### src/mot_pkg.sv
// Constants shared by the motor overload trip logic
package mot_pkg;

	// ----------------------------------------------------------------
	// Register map (byte addresses)
	// ----------------------------------------------------------------
	localparam logic [7:0] MOT_CLASS_CFG_ADDR   = 8'h00;
	localparam logic [7:0] MOT_CTRL_ADDR        = 8'h04;
	localparam logic [7:0] MOT_STATUS_ADDR      = 8'h08;
	localparam logic [7:0] MOT_RESTART_CAP_ADDR = 8'h0C;
	localparam logic [7:0] MOT_INT_STAT_ADDR    = 8'h10;
	localparam logic [7:0] MOT_INT_MASK_ADDR    = 8'h14;

	// ----------------------------------------------------------------
	// Field positions
	// ----------------------------------------------------------------
	localparam int MOT_CFG_START_LSB  = 0;
	localparam int MOT_CFG_RUN_LSB    = 8;
	localparam int MOT_CTRL_OVR_BIT   = 0;
	localparam int MOT_ST_TRIP_BIT    = 8;
	localparam int MOT_ST_INH_BIT     = 9;
	localparam int MOT_ST_PERMIT_BIT  = 10;
	localparam int MOT_ST_NOLINE_BIT  = 11;
	localparam int MOT_ST_RUNCRV_BIT  = 12;
	localparam int MOT_IRQ_TRIP       = 0;
	localparam int MOT_IRQ_INHIBIT    = 1;
	localparam int MOT_IRQ_NOLINE     = 2;
	localparam int MOT_IRQ_START      = 3;
	localparam int MOT_IRQ_W          = 4;

	// ----------------------------------------------------------------
	// Trip classes and reset values
	// ----------------------------------------------------------------
	localparam logic [4:0] MOT_CLASS_MIN     = 5'h05;
	localparam logic [4:0] MOT_CLASS_MAX     = 5'h1E;
	localparam logic [4:0] MOT_CLASS_STEP    = 5'h05;
	localparam logic [4:0] MOT_CLASS_DEFAULT = 5'h0A;
	localparam logic [6:0] MOT_PCT_FULL      = 7'h64;
	localparam logic [MOT_IRQ_W-1:0] MOT_MASK_RESET = 4'h0;

	// ----------------------------------------------------------------
	// Thermal model timing
	// ----------------------------------------------------------------
	localparam int MOT_CLK_HZ      = 100_000_000;
	localparam int MOT_BASE_MS     = 1;
	localparam int MOT_MS_CYCLES   = MOT_CLK_HZ / 1000 * MOT_BASE_MS;
	localparam int MOT_BLINK_MS    = 500;
	localparam logic [9:0] MOT_BLINK_TICKS = 10'(MOT_BLINK_MS / MOT_BASE_MS);
	// Heat per tick is the square of current in percent of full load;
	// one tick lasts N ms for class N, so 1000 ticks span N seconds
	localparam logic [9:0]  MOT_TRIP_PCT    = 10'd600;
	localparam logic [19:0] MOT_RATED_SQ    = 20'd10000;
	// Full scale nets out the cooling term, so a steady 600% fills it
	// in exactly 1000 ticks
	localparam logic [29:0] MOT_HEAT_FULL   =
		30'((20'(MOT_TRIP_PCT * MOT_TRIP_PCT) - MOT_RATED_SQ) * 1000);
	// Percent used = heat * MOT_PCT_RECIP / 2**32
	localparam logic [10:0] MOT_PCT_RECIP   = 11'd1228;

endpackage : mot_pkg

### src/mot_avg3.sv
// Mean of the last three recorded start consumptions
`timescale 1ns/1ps
module mot_avg3 (
	input  wire logic       clk,
	input  wire logic       sys_rst,
	input  wire logic       push,
	input  wire logic [6:0] sample,
	output logic      [6:0] mean
);
	logic [6:0]  hist_reg [3];
	logic [8:0]  sum;
	logic [17:0] scaled;

	always_ff @(posedge clk) begin
		if (sys_rst) begin
			hist_reg[0] <= '0;
			hist_reg[1] <= '0;
			hist_reg[2] <= '0;
		end else if (push) begin
			hist_reg[0] <= sample;
			hist_reg[1] <= hist_reg[0];
			hist_reg[2] <= hist_reg[1];
		end
	end

	// Divide by three as multiply by 171/512, exact floor up to 300
	always_comb begin
		sum    = 9'(hist_reg[0]) + 9'(hist_reg[1]) + 9'(hist_reg[2]);
		scaled = 18'(sum) * 18'd171;
	end

	always_ff @(posedge clk) begin
		if (sys_rst) begin
			mean <= '0;
		end else begin
			mean <= scaled[15:9];
		end
	end

endmodule : mot_avg3

### src/mot_overload.sv
// Motor thermal overload supervision with APB register access
`timescale 1ns/1ps
// Notes on behaviour
// Restart need is mean of last three starts
// Refuse trip reset until capacity regains need
// Blocked reset attempt shows inhibit indication
// Class N trips in N seconds at 600%
// Start curve, then run curve once at speed
// Start class accepts 5 through 30 only
// Run class accepts multiples of five, 5-30
// Both classes reset to class 10
// Supervise during bypass when device drives contactor
// Control power without line power flags indication
// Emergency override lifts the reset inhibit
// Remaining capacity percent, 100 when cool
// Trip lamp steady, flashing once reset permitted
// Trip latches; held reset cannot block trip
module mot_overload #(
	parameter int MS_CYCLES = mot_pkg::MOT_MS_CYCLES
) (
	input  wire logic        clk,
	input  wire logic        sys_rst,
	input  wire logic        psel,
	input  wire logic        penable,
	input  wire logic        pwrite,
	input  wire logic [7:0]  paddr,
	input  wire logic [31:0] pwdata,
	output logic      [31:0] prdata,
	output logic             pready,
	output logic             pslverr,
	input  wire logic [9:0]  current_pct,
	input  wire logic        motor_running,
	input  wire logic        at_speed,
	input  wire logic        bypass_closed,
	input  wire logic        bypass_by_device,
	input  wire logic        control_power_ok,
	input  wire logic [2:0]  line_power_ok,
	input  wire logic        reset_key,
	output logic             motor_enable,
	output logic             overload_lamp,
	output logic             reset_inhibit_indication,
	output logic             no_line_power_indication,
	output logic [6:0]       restart_capacity_view,
	output logic             irq
);
	import mot_pkg::*;

	// ----------------------------------------------------------------
	// Declarations
	// ----------------------------------------------------------------
	logic [4:0]          start_trip_class_setting;
	logic [4:0]          run_trip_class_setting;
	logic                lockout_emergency_override;
	logic [MOT_IRQ_W-1:0] int_stat_reg;
	logic [MOT_IRQ_W-1:0] int_mask_reg;
	logic [16:0]         ms_cnt_reg;
	logic                ms_tick;
	logic [4:0]          cls_cnt_reg;
	logic                heat_tick;
	logic [9:0]          blink_cnt_reg;
	logic                blink_reg;
	logic [29:0]         heat_reg;
	logic [29:0]         heat_next;
	logic [19:0]         cur_sq;
	logic [39:0]         pct_prod;
	logic [6:0]          remaining_reg;
	logic                trip_reg;
	logic                permit;
	logic                supervise;
	logic [4:0]          active_class;
	logic                run_prev_reg;
	logic                speed_prev_reg;
	logic [6:0]          start_pct_reg;
	logic                start_push;
	logic [6:0]          start_used;
	logic [6:0]          mean_cap;
	logic                wr_en;
	logic                rd_en;
	logic                addr_ok;
	logic                trip_event;
	logic                inhibit_event;
	logic                noline_event;
	logic [MOT_IRQ_W-1:0] events;
	logic [31:0]         rd_value;
	logic [4:0]          wr_start;
	logic [4:0]          wr_run;

	// ----------------------------------------------------------------
	// APB slave: one wait state, response from flops
	// ----------------------------------------------------------------
	assign wr_en    = psel & penable & pready & pwrite;
	assign rd_en    = psel & penable & pready & ~pwrite;
	assign wr_start = pwdata[MOT_CFG_START_LSB +: 5];
	assign wr_run   = pwdata[MOT_CFG_RUN_LSB +: 5];

	always_comb begin
		addr_ok  = 1'b1;
		rd_value = '0;
		unique case (paddr)
			MOT_CLASS_CFG_ADDR: begin
				rd_value[MOT_CFG_START_LSB +: 5] = start_trip_class_setting;
				rd_value[MOT_CFG_RUN_LSB +: 5]   = run_trip_class_setting;
			end
			MOT_CTRL_ADDR: begin
				rd_value[MOT_CTRL_OVR_BIT] = lockout_emergency_override;
			end
			MOT_STATUS_ADDR: begin
				rd_value[6:0]               = remaining_reg;
				rd_value[MOT_ST_TRIP_BIT]   = trip_reg;
				rd_value[MOT_ST_INH_BIT]    = reset_inhibit_indication;
				rd_value[MOT_ST_PERMIT_BIT] = permit;
				rd_value[MOT_ST_NOLINE_BIT] = no_line_power_indication;
				rd_value[MOT_ST_RUNCRV_BIT] = at_speed;
			end
			MOT_RESTART_CAP_ADDR: begin
				rd_value[6:0] = restart_capacity_view;
			end
			MOT_INT_STAT_ADDR: begin
				rd_value[MOT_IRQ_W-1:0] = int_stat_reg;
			end
			MOT_INT_MASK_ADDR: begin
				rd_value[MOT_IRQ_W-1:0] = int_mask_reg;
			end
			default: begin
				addr_ok = 1'b0;
			end
		endcase
	end

	always_ff @(posedge clk) begin
		if (sys_rst) begin
			pready  <= 1'b0;
			pslverr <= 1'b0;
			prdata  <= '0;
		end else begin
			pready  <= psel & penable & ~pready;
			pslverr <= psel & penable & ~pready & ~addr_ok;
			if (psel & penable & ~pready & ~pwrite) begin
				prdata <= rd_value;
			end else if (rd_en) begin
				prdata <= '0;
			end
		end
	end

	// ----------------------------------------------------------------
	// Trip class settings and override
	// ----------------------------------------------------------------
	always_ff @(posedge clk) begin
		if (sys_rst) begin
			// class ten default
			start_trip_class_setting   <= MOT_CLASS_DEFAULT;
			run_trip_class_setting     <= MOT_CLASS_DEFAULT;
			lockout_emergency_override <= 1'b0;
		end else if (wr_en) begin
			if (paddr == MOT_CLASS_CFG_ADDR) begin
				// start range check
				if (wr_start >= MOT_CLASS_MIN && wr_start <= MOT_CLASS_MAX) begin
					start_trip_class_setting <= wr_start;
				end
				// run steps of five
				if (wr_run >= MOT_CLASS_MIN && wr_run <= MOT_CLASS_MAX
					&& (wr_run % MOT_CLASS_STEP) == 5'h00) begin
					run_trip_class_setting <= wr_run;
				end
			end
			if (paddr == MOT_CTRL_ADDR) begin
				lockout_emergency_override <= pwdata[MOT_CTRL_OVR_BIT];
			end
		end
	end

	// ----------------------------------------------------------------
	// Time base
	// ----------------------------------------------------------------
	// curve follows at-speed
	assign active_class = at_speed ? run_trip_class_setting : start_trip_class_setting;
	assign ms_tick      = (ms_cnt_reg == 17'(MS_CYCLES - 1));
	// A class change mid-tick only stretches or shortens one tick
	assign heat_tick    = ms_tick && (cls_cnt_reg >= active_class - 5'h01);

	always_ff @(posedge clk) begin
		if (sys_rst || ms_tick) begin
			ms_cnt_reg <= '0;
		end else begin
			ms_cnt_reg <= ms_cnt_reg + 17'h0_0001;
		end
	end

	// tick length is class ms
	always_ff @(posedge clk) begin
		if (sys_rst || heat_tick) begin
			cls_cnt_reg <= '0;
		end else if (ms_tick) begin
			cls_cnt_reg <= cls_cnt_reg + 5'h01;
		end
	end

	always_ff @(posedge clk) begin
		if (sys_rst) begin
			blink_cnt_reg <= '0;
			blink_reg     <= 1'b0;
		end else if (ms_tick) begin
			if (blink_cnt_reg == MOT_BLINK_TICKS - 10'h001) begin
				blink_cnt_reg <= '0;
				blink_reg     <= ~blink_reg;
			end else begin
				blink_cnt_reg <= blink_cnt_reg + 10'h001;
			end
		end
	end

	// ----------------------------------------------------------------
	// Thermal register
	// ----------------------------------------------------------------
	// bypass counts only when driven here
	assign supervise = motor_running & (~bypass_closed | bypass_by_device);

	always_comb begin
		cur_sq    = supervise ? 20'(current_pct * current_pct) : 20'h0_0000;
		heat_next = heat_reg + 30'(cur_sq);
		// Heating at rated current balances cooling
		if (heat_next > 30'(MOT_RATED_SQ)) begin
			heat_next = heat_next - 30'(MOT_RATED_SQ);
		end else begin
			heat_next = '0;
		end
		if (heat_next > MOT_HEAT_FULL) begin
			heat_next = MOT_HEAT_FULL;
		end
		pct_prod = 40'(heat_reg) * 40'(MOT_PCT_RECIP);
	end

	always_ff @(posedge clk) begin
		if (sys_rst) begin
			heat_reg <= '0;
		end else if (heat_tick) begin
			// full at 600% for N s
			heat_reg <= heat_next;
		end
	end

	// percent remaining
	always_ff @(posedge clk) begin
		if (sys_rst) begin
			remaining_reg <= MOT_PCT_FULL;
		end else begin
			remaining_reg <= MOT_PCT_FULL - pct_prod[38:32];
		end
	end

	// ----------------------------------------------------------------
	// Trip latch and reset permission
	// ----------------------------------------------------------------
	// reset needs regained capacity
	// override lifts inhibit
	assign permit     = trip_reg &
		((remaining_reg >= restart_capacity_view) | lockout_emergency_override);
	assign trip_event = (heat_reg >= MOT_HEAT_FULL) & ~trip_reg;

	always_ff @(posedge clk) begin
		if (sys_rst) begin
			trip_reg <= 1'b0;
		end else if (heat_reg >= MOT_HEAT_FULL) begin
			// trip wins over reset
			trip_reg <= 1'b1;
		end else if (reset_key && permit) begin
			trip_reg <= 1'b0;
		end
	end

	assign inhibit_event = reset_key & trip_reg & ~permit;

	always_ff @(posedge clk) begin
		if (sys_rst) begin
			reset_inhibit_indication <= 1'b0;
		end else if (inhibit_event) begin
			// blocked attempt shown
			reset_inhibit_indication <= 1'b1;
		end else if (~trip_reg || permit) begin
			reset_inhibit_indication <= 1'b0;
		end
	end

	always_ff @(posedge clk) begin
		if (sys_rst) begin
			motor_enable  <= 1'b0;
			overload_lamp <= 1'b0;
		end else begin
			// motor held off
			motor_enable  <= ~trip_reg & (heat_reg < MOT_HEAT_FULL);
			// steady, then flashing
			overload_lamp <= trip_reg & (~permit | blink_reg);
		end
	end

	// no line power
	assign noline_event = control_power_ok & (line_power_ok == 3'b000);

	always_ff @(posedge clk) begin
		if (sys_rst) begin
			no_line_power_indication <= 1'b0;
		end else begin
			no_line_power_indication <= noline_event;
		end
	end

	// ----------------------------------------------------------------
	// Start capacity tracking
	// ----------------------------------------------------------------
	// Only starts that reach speed untripped are recorded
	assign start_push = at_speed & ~speed_prev_reg & motor_running & ~trip_reg;
	assign start_used = (start_pct_reg > remaining_reg) ?
		start_pct_reg - remaining_reg : 7'h00;

	always_ff @(posedge clk) begin
		if (sys_rst) begin
			run_prev_reg   <= 1'b0;
			speed_prev_reg <= 1'b0;
			start_pct_reg  <= MOT_PCT_FULL;
		end else begin
			run_prev_reg   <= motor_running;
			speed_prev_reg <= at_speed;
			if (motor_running && !run_prev_reg) begin
				start_pct_reg <= remaining_reg;
			end
		end
	end

	// mean of three starts
	mot_avg3 u_avg (
		.clk     (clk),
		.sys_rst (sys_rst),
		.push    (start_push),
		.sample  (start_used),
		.mean    (mean_cap)
	);

	assign restart_capacity_view = mean_cap;

	// ----------------------------------------------------------------
	// Interrupts
	// ----------------------------------------------------------------
	always_comb begin
		events                  = '0;
		events[MOT_IRQ_TRIP]    = trip_event;
		events[MOT_IRQ_INHIBIT] = inhibit_event;
		events[MOT_IRQ_NOLINE]  = noline_event & ~no_line_power_indication;
		events[MOT_IRQ_START]   = start_push;
	end

	// New events win over a same-cycle write-one-to-clear
	always_ff @(posedge clk) begin
		if (sys_rst) begin
			int_stat_reg <= '0;
			int_mask_reg <= MOT_MASK_RESET;
		end else begin
			if (wr_en && paddr == MOT_INT_STAT_ADDR) begin
				int_stat_reg <= (int_stat_reg & ~pwdata[MOT_IRQ_W-1:0]) | events;
			end else begin
				int_stat_reg <= int_stat_reg | events;
			end
			if (wr_en && paddr == MOT_INT_MASK_ADDR) begin
				int_mask_reg <= pwdata[MOT_IRQ_W-1:0];
			end
		end
	end

	always_ff @(posedge clk) begin
		if (sys_rst) begin
			irq <= 1'b0;
		end else begin
			irq <= |(int_stat_reg & int_mask_reg);
		end
	end

endmodule : mot_overload

### config.mk
export PLATFORM = sky130hd
export DESIGN_NAME = mot_overload
export DESIGN_NICKNAME = d
export VERILOG_FILES = /design/src/mot_pkg.sv /design/src/mot_avg3.sv /design/src/mot_overload.sv
export SDC_FILE = /design/constraint.sdc
export NUM_CORES = 1
export LEC_CHECK = 0
export BUFFER_PORTS_ARGS = -buffer_cell sky130_fd_sc_hd__buf_4
export CAP_MARGIN = 20
export CORE_ASPECT_RATIO = 1.4
export CORE_UTILIZATION = 64
export DETAILED_ROUTE_END_ITERATION = 6
export PLACE_DENSITY = 0.86
export SETUP_SLACK_MARGIN = 0.2
export SLEW_MARGIN = 20
export SYNTH_ARGS = -nofsm -noshare
export SYNTH_HDL_FRONTEND = slang
export SYNTH_SLANG_ARGS = --single-unit
### constraint.sdc
create_clock -name clk -period 10.9 [get_ports clk]
set_input_delay 1.09 -clock clk [delete_from_list [all_inputs] [get_ports clk]]
set_output_delay 1.09 -clock clk [all_outputs]
set_load 0.02 [all_outputs]
* Word-level counts from Yosys, hierarchy flattened *
Memory sizes are Yosys's and may differ from the RTL's.
Cells that the tools add are included.
W data, S select, Z words.

operators by class
  $add $sub $neg = 10
  $mul = 3
  div/mod/pow operators = 1
  $lt $le $gt $ge = 11
  equality and inequality tests = 7
  mux-type cells = 27
  bitwise gates (word level) = 39
  reductions and logical operators = 24

operator list
  operator                  number
  $mux W30                  2
  $mul A30 B9 Y37 const B   1
  $add A30 B20 Y30          1
  $ge A30 B29 Y1 const B    1
  $gt A30 B14 Y1 const B    1
  $gt A30 B29 Y1 const B    1
  $lt A30 B29 Y1 const B    1
  $sub A30 B14 Y30 const B  1
  $mux W7                   4
  $mux W13                  2
  $mul A10 B10 Y20          1
  $mux W20                  1
  $and A1 B1 Y1             19
  $add A17 B1 Y17 const B   1
  $eq A17 B17 Y1 const B    1
  $eq A8 B4 Y1 const B      2
  $eq A8 B5 Y1 const B      2
  $mul A9 B8 Y16 const B    1
  $pmux W3 S5               1
  $add A10 B1 Y10 const B   1
  $eq A10 B9 Y1 const B     1
  $ge A5 B3 Y1 const B      2
  $le A5 B5 Y1 const B      2
  $mux W1                   10
  34 further kinds          62

word-level totals
  flip-flop bits (word level) = 125
  memory bits (writable) = 21
  output and inout port bits = 46
  logic and storage cells = 147
  memories = 1

memory list
  name            depth  bits a word  read ports  clocked after Yosys merged registers in  wr ports  line            text
  u_avg.hist_reg  3      7            3           0                                        3         mot_avg3.sv:10  logic [6:0] hist_reg [3];

* Depth between registers and ports, before layout *
Gate-level depths: netlist of run 1.

  depth in word-level cells = 9
  depth in mapped cells = 39

* Modules after synthesis *
From an unflattened synthesis of run 1, not the netlist that was laid out.

second synthesis, totals
  cell total of the unflattened synthesis = 2104
  area, all modules = 18320.1 µm²

by module, submodules not included
  module        times used  cells each  area an instance (µm²)  seq. area each (µm²)
  mot_overload  1           1841        15588.7                 2362.3
  mot_avg3      1           263         2731.4                  770.7

* Worst setup path after synthesis of run 1 *
OpenSTA, ideal clock, no wires.

  path type = input to register
  from = input port current_pct[1]
  to = register heat_reg[21]
  library setup time = 116 ps
  arrival = 9622 ps
  data required time = 10784 ps
  slack = 1162 ps
  stages on the path = 37
  path through = clkbuf_1 > and2_1 > fa_1 > fa_1 > ha_1 > fa_1 > inv_1 > fa_1 > inv_1 > ha_1 > a21oi_1 > o21ai_0 > a21oi_1 > nand2b_1 > a21oi_1 > o31a_1 > o41ai_1 > o21ai_0 > and3_1 > or3_1 > ha_1 > clkbuf_1 > nand3_1 > nor2_1 > a221oi_1 > o22ai_1 > and2_1 > clkbuf_1 > xnor2_1 > nand2_1 > or4_4 > a21oi_1 > nand4b_2 > o21a_1 > o21a_1 > buf_6 > a31o_1

between the ends
  word-level cells in the longest chain between the ends = 7
  elaborated cells on any way between the ends = 8
  those cells by class = add/sub: 2; mul: 1; order compare: 2; mux: 3

RTL lines
  what                                                       line                                      text
  start, declared                                            mot_overload.sv:31                        input wire logic [9:0] current_pct,
  $mul A10 B10 Y20 *                                         mot_overload.sv:220                       cur_sq = supervise ? 20'(current_pct * current_pct) : 20'h0_0000;
  $mux W20 *                                                 mot_overload.sv:220
  $add A30 B20 Y30 *                                         mot_overload.sv:221                       heat_next = heat_reg + 30'(cur_sq);
  $sub A30 B14 Y30 / $gt A30 B14 Y1 (equally long branches)  mot_overload.sv:224, mot_overload.sv:223
  $mux W30 *                                                 mot_overload.sv:223                       if (heat_next > 30'(MOT_RATED_SQ)) begin
  $gt A30 B29 Y1                                             mot_overload.sv:228                       if (heat_next > MOT_HEAT_FULL) begin
  $mux W30 *                                                 mot_overload.sv:228
  end signal, assigned                                       mot_overload.sv:239                       heat_reg <= heat_next;
  end, declared                                              mot_overload.sv:62                        logic [29:0] heat_reg;

Mark *: on every way between the ends. The rest lies on a longest branch, timed or not.
A chain may end at the register's enable or synchronous reset.

* Final worst setup path of run 1 *
  from = input port current_pct[1]
  to = register heat_reg[4]

The elaborated chain is that of the path after synthesis.

==> results of run 1 <==
through the flow:
stage               setup slack, ns  hold slack [ns]  instance area (um2)  utilization  power [mW]
finish                       0.8676           0.4735                19090       0.7044       3.418
global route                 0.1789           0.5191                19090       0.7044       3.751
CTS                          0.7060           0.4752                19050       0.7032       3.384
detailed placement           0.2480           0.4610                18440       0.6806       2.757
global placement             0.4190           0.4406                18440       0.6806       2.636
floorplan                     1.162           0.4300                17820            -       2.311
metal layers:
layer | up-vias | routed length (um) | global-route usage
met4 | 0 | 2125 | 0.1768
li1 | 6872 | - | -
met3 | 167 | 1675 | 0.04550
met5 | - | 0 | 0
met1 | 6933 | 15070 | 0.3092
met2 | 451 | 21840 | 0.5655
path summary, 6_finish.rpt:
path / end / slack (ns) / cells past startpoint
max: heat_reg[4] / 0.87 / 33
min: ms_cnt_reg[0] / 0.47 / 1
max reg2reg: u_avg.mean[6] / 4.22 / 26
min reg2reg: ms_cnt_reg[0] / 0.47 / 1
cells by family after synthesis:
logic type,after synthesis,share of synthesized area
fa+ha+maj,412,0.3513
compound gates,346,0.1344
xor+xnor,135,0.06831
buf+inv,353,0.08064
simple gates,560,0.1647
flops,146,0.1765
other cells,1,0.0002113
mux,42,0.02390
cell usage in the layout, fill, tap and decap left out, types with 11 or more instances in the layout:
cell	count
nor4_1	15
edfxtp_1	21
mux2i_1	39
conb_1	20
fa_1	144
nor2b_1	30
a21o_1	29
inv_1	278
buf_4	72
o22ai_1	17
nor3_1	31
ha_1	268
and3_1	33
xor2_1	52
o211ai_1	11
clkbuf_16	18
xnor2_1	79
a21oi_1	94
nand4_1	24
nand2_1	123
and2_1	40
nand3_1	31
o21ai_0	55
a22oi_1	15
dfxtp_1	125
nor2_1	156
layout make-up:
cell class,instances,area share
sequential,146,0.1642
multi-input combinational,1515,0.6966
clock buffer,18,0.02360
timing repair buffer,72,0.02832
inverter,279,0.05487
tap,365,0.02393
clock inverter,13,0.008522
worst max-delay path, delay by kind of cell:
family                     cells  cell delay (ns)
AOI/OAI and AO/OA             13             3.24
adders and majority gates      7             3.07
and+or+nand+nor                9             2.22
xor gates and xnor gates       1             0.41
buffers and inverters          3             0.25
timing repair:
| item | CTS | global route |
|---|---|---|
| endpoints found under the setup margin | 0 | 29 |
| setup buffers | 0 | 0 |
| gates resized for setup | 0 | 9 |
power by group:
part / switching (mW) / internal, mW
logic: 1.30 / 0.920
registers: 0.0124 / 0.569
clock network: 0.261 / 0.359
==> impl_results.md, run 1 <==
- Final net count: ~2500
- Slew Limit Headroom: 0.4185
- DRT Wirelength: 40720 um
- Yosys cell types: 106
- Clock transition at the registers of the reported paths: ~0.070 ns
- Area growth from synthesis to layout: 7.529%
- CTS tree: built
- Fmax: 99.68 MHz
- GRT Resource Usage Total: 0.2995
- Cts bufs inserted: 17
- Die Footprint: 0.02841 mm2
- Clock Skews: 0.01437 ns
- Yosys warns: 0
- Initial drt markers: 651
- Die height: approximately 200 um
- CP arrival: slightly above 10 ns
- Antenna Nets Post-Route: 0
- Synth Flop Type: dfxtp_1
- Crit. End Element: flop
- Vias in the first global route: around 15000
- FILL cells: 2030
- H-tree depth: 4
- Crit path launch: current_pct[1]
- Fin. max-slew vios: 0
- Dpl cells: 2377
- Power density cells: 179.1 mW/mm2
- DRT Pass-1 Iters: 5
- Remaining DRCs: 0
- RSZ-0062 raised after global routing: false
- Vias/cell: 5.990
- Worst-path maximum fanout: 13
- Layout cells sized above 1: 0.08076
- First-pass GRT wire length: 67390 um
- Synth Cell Area: 0.01775 mm2
- Port bufs: 67
- DPL Wire Length: around 33000 um
- CTS root buffer: clkbuf_16
- Synth Register Bits: 146
- Initial Utilization: 0.6551
- Routed wire per std cell: 16.91 um
- Core footprint: 0.02709 mm2
- Multi-input logic area: 0.01330 mm2
- Yosys top cell area share: 0.1889
- Hold_sp: ms_cnt_reg[0]
- Number of top-level pins: 110
- Crit path required time: 11.19 ns
- Final period util: 0.9204
- Initial antenna violation count: 0
- Sequential fraction of the synthesis area: 0.1765
- Syn_area_per_cell: 8.897 um2
- Critical setup path kind: in -> reg
- Synth top area cells: ha_1, fa_1, dfxtp_1
- Startpoint type of the worst setup path: input port
- Syn Inst Count: 1995
- Post-Layout Cell Count: about 2400
- Worst skew pair latency: between 0.4 and 0.5 ns
- Slowest cell on crit path: or4_4
- Post-synth ARST share: 0
- Worst min-delay path class: reg -> reg
- Fin. Hold Viols: 0
- Synth top cells by count: inv_1, ha_1, nor2_1
- Run status: complete, no violations
- Chip Width: ~140 um
- Least-Margin Pin Slew: approximately 0.87 ns
- Post-route setup TNS: 0 ns
- R2r startpoint: u_avg.hist_reg[0][0]
- Site Rows: 71
- Count leader, synth: inv_1
- Peak supply drop: about 180 uV
- Register area: 0.003133 mm2
- P_leak: 9.650 nW
- Grt total ovfl: 0
- Setup Viol. Count Final: 0
- Gpl congestion: 0.9029
- Vias: 14420
- Crit path largest cell delay: around 0.58 ns
- CTS max path bufs: 2
- Min Tclk post-route: about 10 ns
- Largest net degree at the start of global routing: between 60 and 70
- N_diodes: 0
- Leading area contributor after synthesis: ha_1
- Max-cap violations: 0
- Number of flops mapped to enable cells by yosys: 21
- Clock Sinks: 146
- Max reg flops: 30
- Cts hold-fix bufs: 0
No activity file was read; power rests on OpenSTA's default activity.
==> run 2: changes to the inputs <==
--- a/config.mk
+++ b/config.mk
@@ -15,4 +15,5 @@
 export SLEW_MARGIN = 20
 export SYNTH_ARGS = -nofsm -noshare
 export SYNTH_HDL_FRONTEND = slang
+export SYNTH_HIERARCHICAL = 1
 export SYNTH_SLANG_ARGS = --single-unit
==> run 2 against run 1 <==
Effect of this change:
- wire length increased by 9.3%
- worst setup slack worse by 0.26 ns
- clock skew fell by 0.0075 ns
- sequential share of layout area fell by 0.51 points
- power rose by 11%
- critical endpoint is now heat_reg[21]
==> impl_results.md, run 2 <==
- Area growth from synthesis to layout: 7.492%
- Peak supply drop: approximately 170 uV
- Setup Viol. Count Final: 0
- Least-Margin Pin Slew: between 1 and 1.5 ns
- Power density cells: 192.4 mW/mm2
- Vias: 15340
- Yosys warns: 6
- Die height: 202.2 um
- Layout cells sized above 1: 0.08515
- DRT Wirelength: between 40000 and 50000 um
- Min Tclk post-route: 10.30 ns
- Crit path largest cell delay: 0.55 ns
- Cts hold-fix bufs: 0
- Antenna Nets Post-Route: 0
- Run status: complete, no violations
- Most common cell after layout, fill and taps aside: inv_1
- N_diodes: 0
- Worst-path maximum fanout: 13
- Most frequent cells in the layout: inv_1, ha_1, nor2_1, fa_1, nand2_1
- Synth Flop Type: dfxtp_1
- Clock Skews: between 0.006 and 0.007 ns
- R2r startpoint: heat_reg[25]
- Number of top-level pins: 110
- Routed wire per std cell: 17.59 um
- Leading area contributor after synthesis: ha_1
- Port bufs: 67
- P_leak: slightly below 10 nW
- Post-synth ARST share: 0
- Pwr Total: 3.788 mW
- Clock transition at the registers of the reported paths: 0.06 ns
- Vias/cell: 6.060
- Register area: ~0.0031 mm2
- CTS max path bufs: 2
- Crit path required time: 11.23 ns
- Slew Limit Headroom: 0.3070
- Max reg flops: 30
- Count leader, synth: inv_1
- Slowest cell on crit path: fa_1
- Grt total ovfl: 0
- Fmax: between 90 and 100 MHz
- FILL cells: 2101
- DRT Pass-1 Iters: 7
- Synth top cells by count: inv_1, ha_1, nor2_1
- Met2 Usage GRT: 0.6030
- Yosys top cell area share: 0.1837
- Startpoint type of the worst setup path: input port
- Post-route cell area: slightly below 0.02 mm2
- Initial antenna violation count: 0
- Max-cap violations: 0
- Gpl congestion: 0.9369
- Critical setup path kind: in -> reg
- Hold_sp: ms_cnt_reg[0]
- Crit path launch: current_pct[1]
- Post-Layout Cell Count: ~2500
- Syn Inst Count: around 2100
- Remaining DRCs: 0
- Crit. End Element: flop
- H-tree depth: 4
- Core footprint: roughly 0.028 mm2
- R2R Setup Slk: ~4.4 ns
- Synth top area cells: ha_1, fa_1, dfxtp_1
- Site Rows: around 70
- Chip Width: 145.0 um
- CTS root buffer: clkbuf_16
- Syn_area_per_cell: 8.707 um2
- RSZ-0062 raised after global routing: false
- Yosys cell types: between 90 and 100
- Worst path most repeated cell: o21ai_0
- Sequential fraction of the synthesis area: 0.1710
- DPL Wire Length: 35620 um
- Initial drt markers: a little under 800
- Dpl cells: 2498
- First-pass GRT wire length: roughly 74000 um
- Final period util: 0.9446
- Synth Cell Area: 0.01832 mm2
- Busiest grt layer: met2
- Number of flops mapped to enable cells by yosys: 21
- GR Util met1: 0.3053
- Worst min-delay path class: reg -> reg
- GRT Resource Usage Total: 0.3101
- Multi-input logic area: about 0.014 mm2
- Final net count: 2625
- Largest net degree at the start of global routing: 58
- Die Footprint: 0.02931 mm2
- Vias in the first global route: between 15000 and 20000
- Clock Sinks: between 100 and 150
- Met3 Usage GRT: 0.04402
- Min Hold Slack: 0.4513 ns
- Fin. max-slew vios: 0
- Fin. Hold Viols: 0
- Worst skew pair latency: 0.44 ns
- Initial Utilization: 0.6560
- Post-route setup TNS: 0 ns
- Synth Register Bits: 146
- CP arrival: 10.63 ns
- CTS tree: built
- Area post-placement: around 0.019 mm2
- Cts bufs inserted: 17
run 2: repair_timing:
item / 4_1_cts / 5_1_grt
hold endpoints to repair: 0 / 0
setup endpoints to repair: 0 / 28
gates resized for setup: 0 / 4
buffers inserted: 0 / 2
run 2: critical path: cells and delay by family:
kind / cells / cell delay (ns)
compound gates: 17 / 3.58
buf+inv: 4 / 0.51
simple gates: 8 / 2.36
fa+ha+maj: 7 / 3.10
run 2: logic make-up after synthesis:
family                   count (synthesis)  share of synthesized area
AO/OA/AOI/OAI                          401                     0.1547
AND/OR/NAND/NOR                        613                     0.1699
buffers and inverters                  367                    0.08120
other                                    1                  0.0002047
multiplexers                            39                    0.02165
adder cells (fa/ha/maj)                412                     0.3400
flip-flops                             146                     0.1710
XOR/XNOR                               125                    0.06133
run 2: worst paths after layout:
| check | cells past startpoint | endpoint |
|---|---|---|
| setup / recovery | 36 | heat_reg[21] |
| hold / removal | 1 | ms_cnt_reg[0] |
| setup reg to reg | 23 | remaining_reg[6] |
| hold reg to reg | 1 | ms_cnt_reg[0] |
run 2: report_power, final:
part	switching, mW	total, mW	internal (mW)	leakage (nW)
combinational	1.57	2.64	1.07	8.17
sequential	0.0146	0.583	0.569	1.23
clock	0.242	0.566	0.324	0.278
total	1.83	3.79	1.96	9.68
run 2: cell type report:
type / count / share of cell area
clock buffers: 21 / 0.02503
clock inverters: 10 / 0.003685
inverters: 292 / 0.05566
multi-input cells: 1610 / 0.7011
flip-flops and latches: 146 / 0.1591
well taps: 370 / 0.02351
repair buffers: 82 / 0.03190
run 2: metrics by stage:
stage	utilization	setup WS, ns
2_1_floorplan	-	1.169
3_3_place_gp	0.6826	0.2519
3_5_place_dp	0.6826	0.01646
4_1_cts	0.7029	0.4365
5_1_grt	0.7052	0.1667
6_report	0.7052	0.6036
run 2: metal layers:
metal | vias to the layer above | wire, um
met5 | - | 0
met4 | 0 | 2569
met3 | 191 | 1914
met2 | 527 | 24040
met1 | 7357 | 16000
li1 | 7263 | -
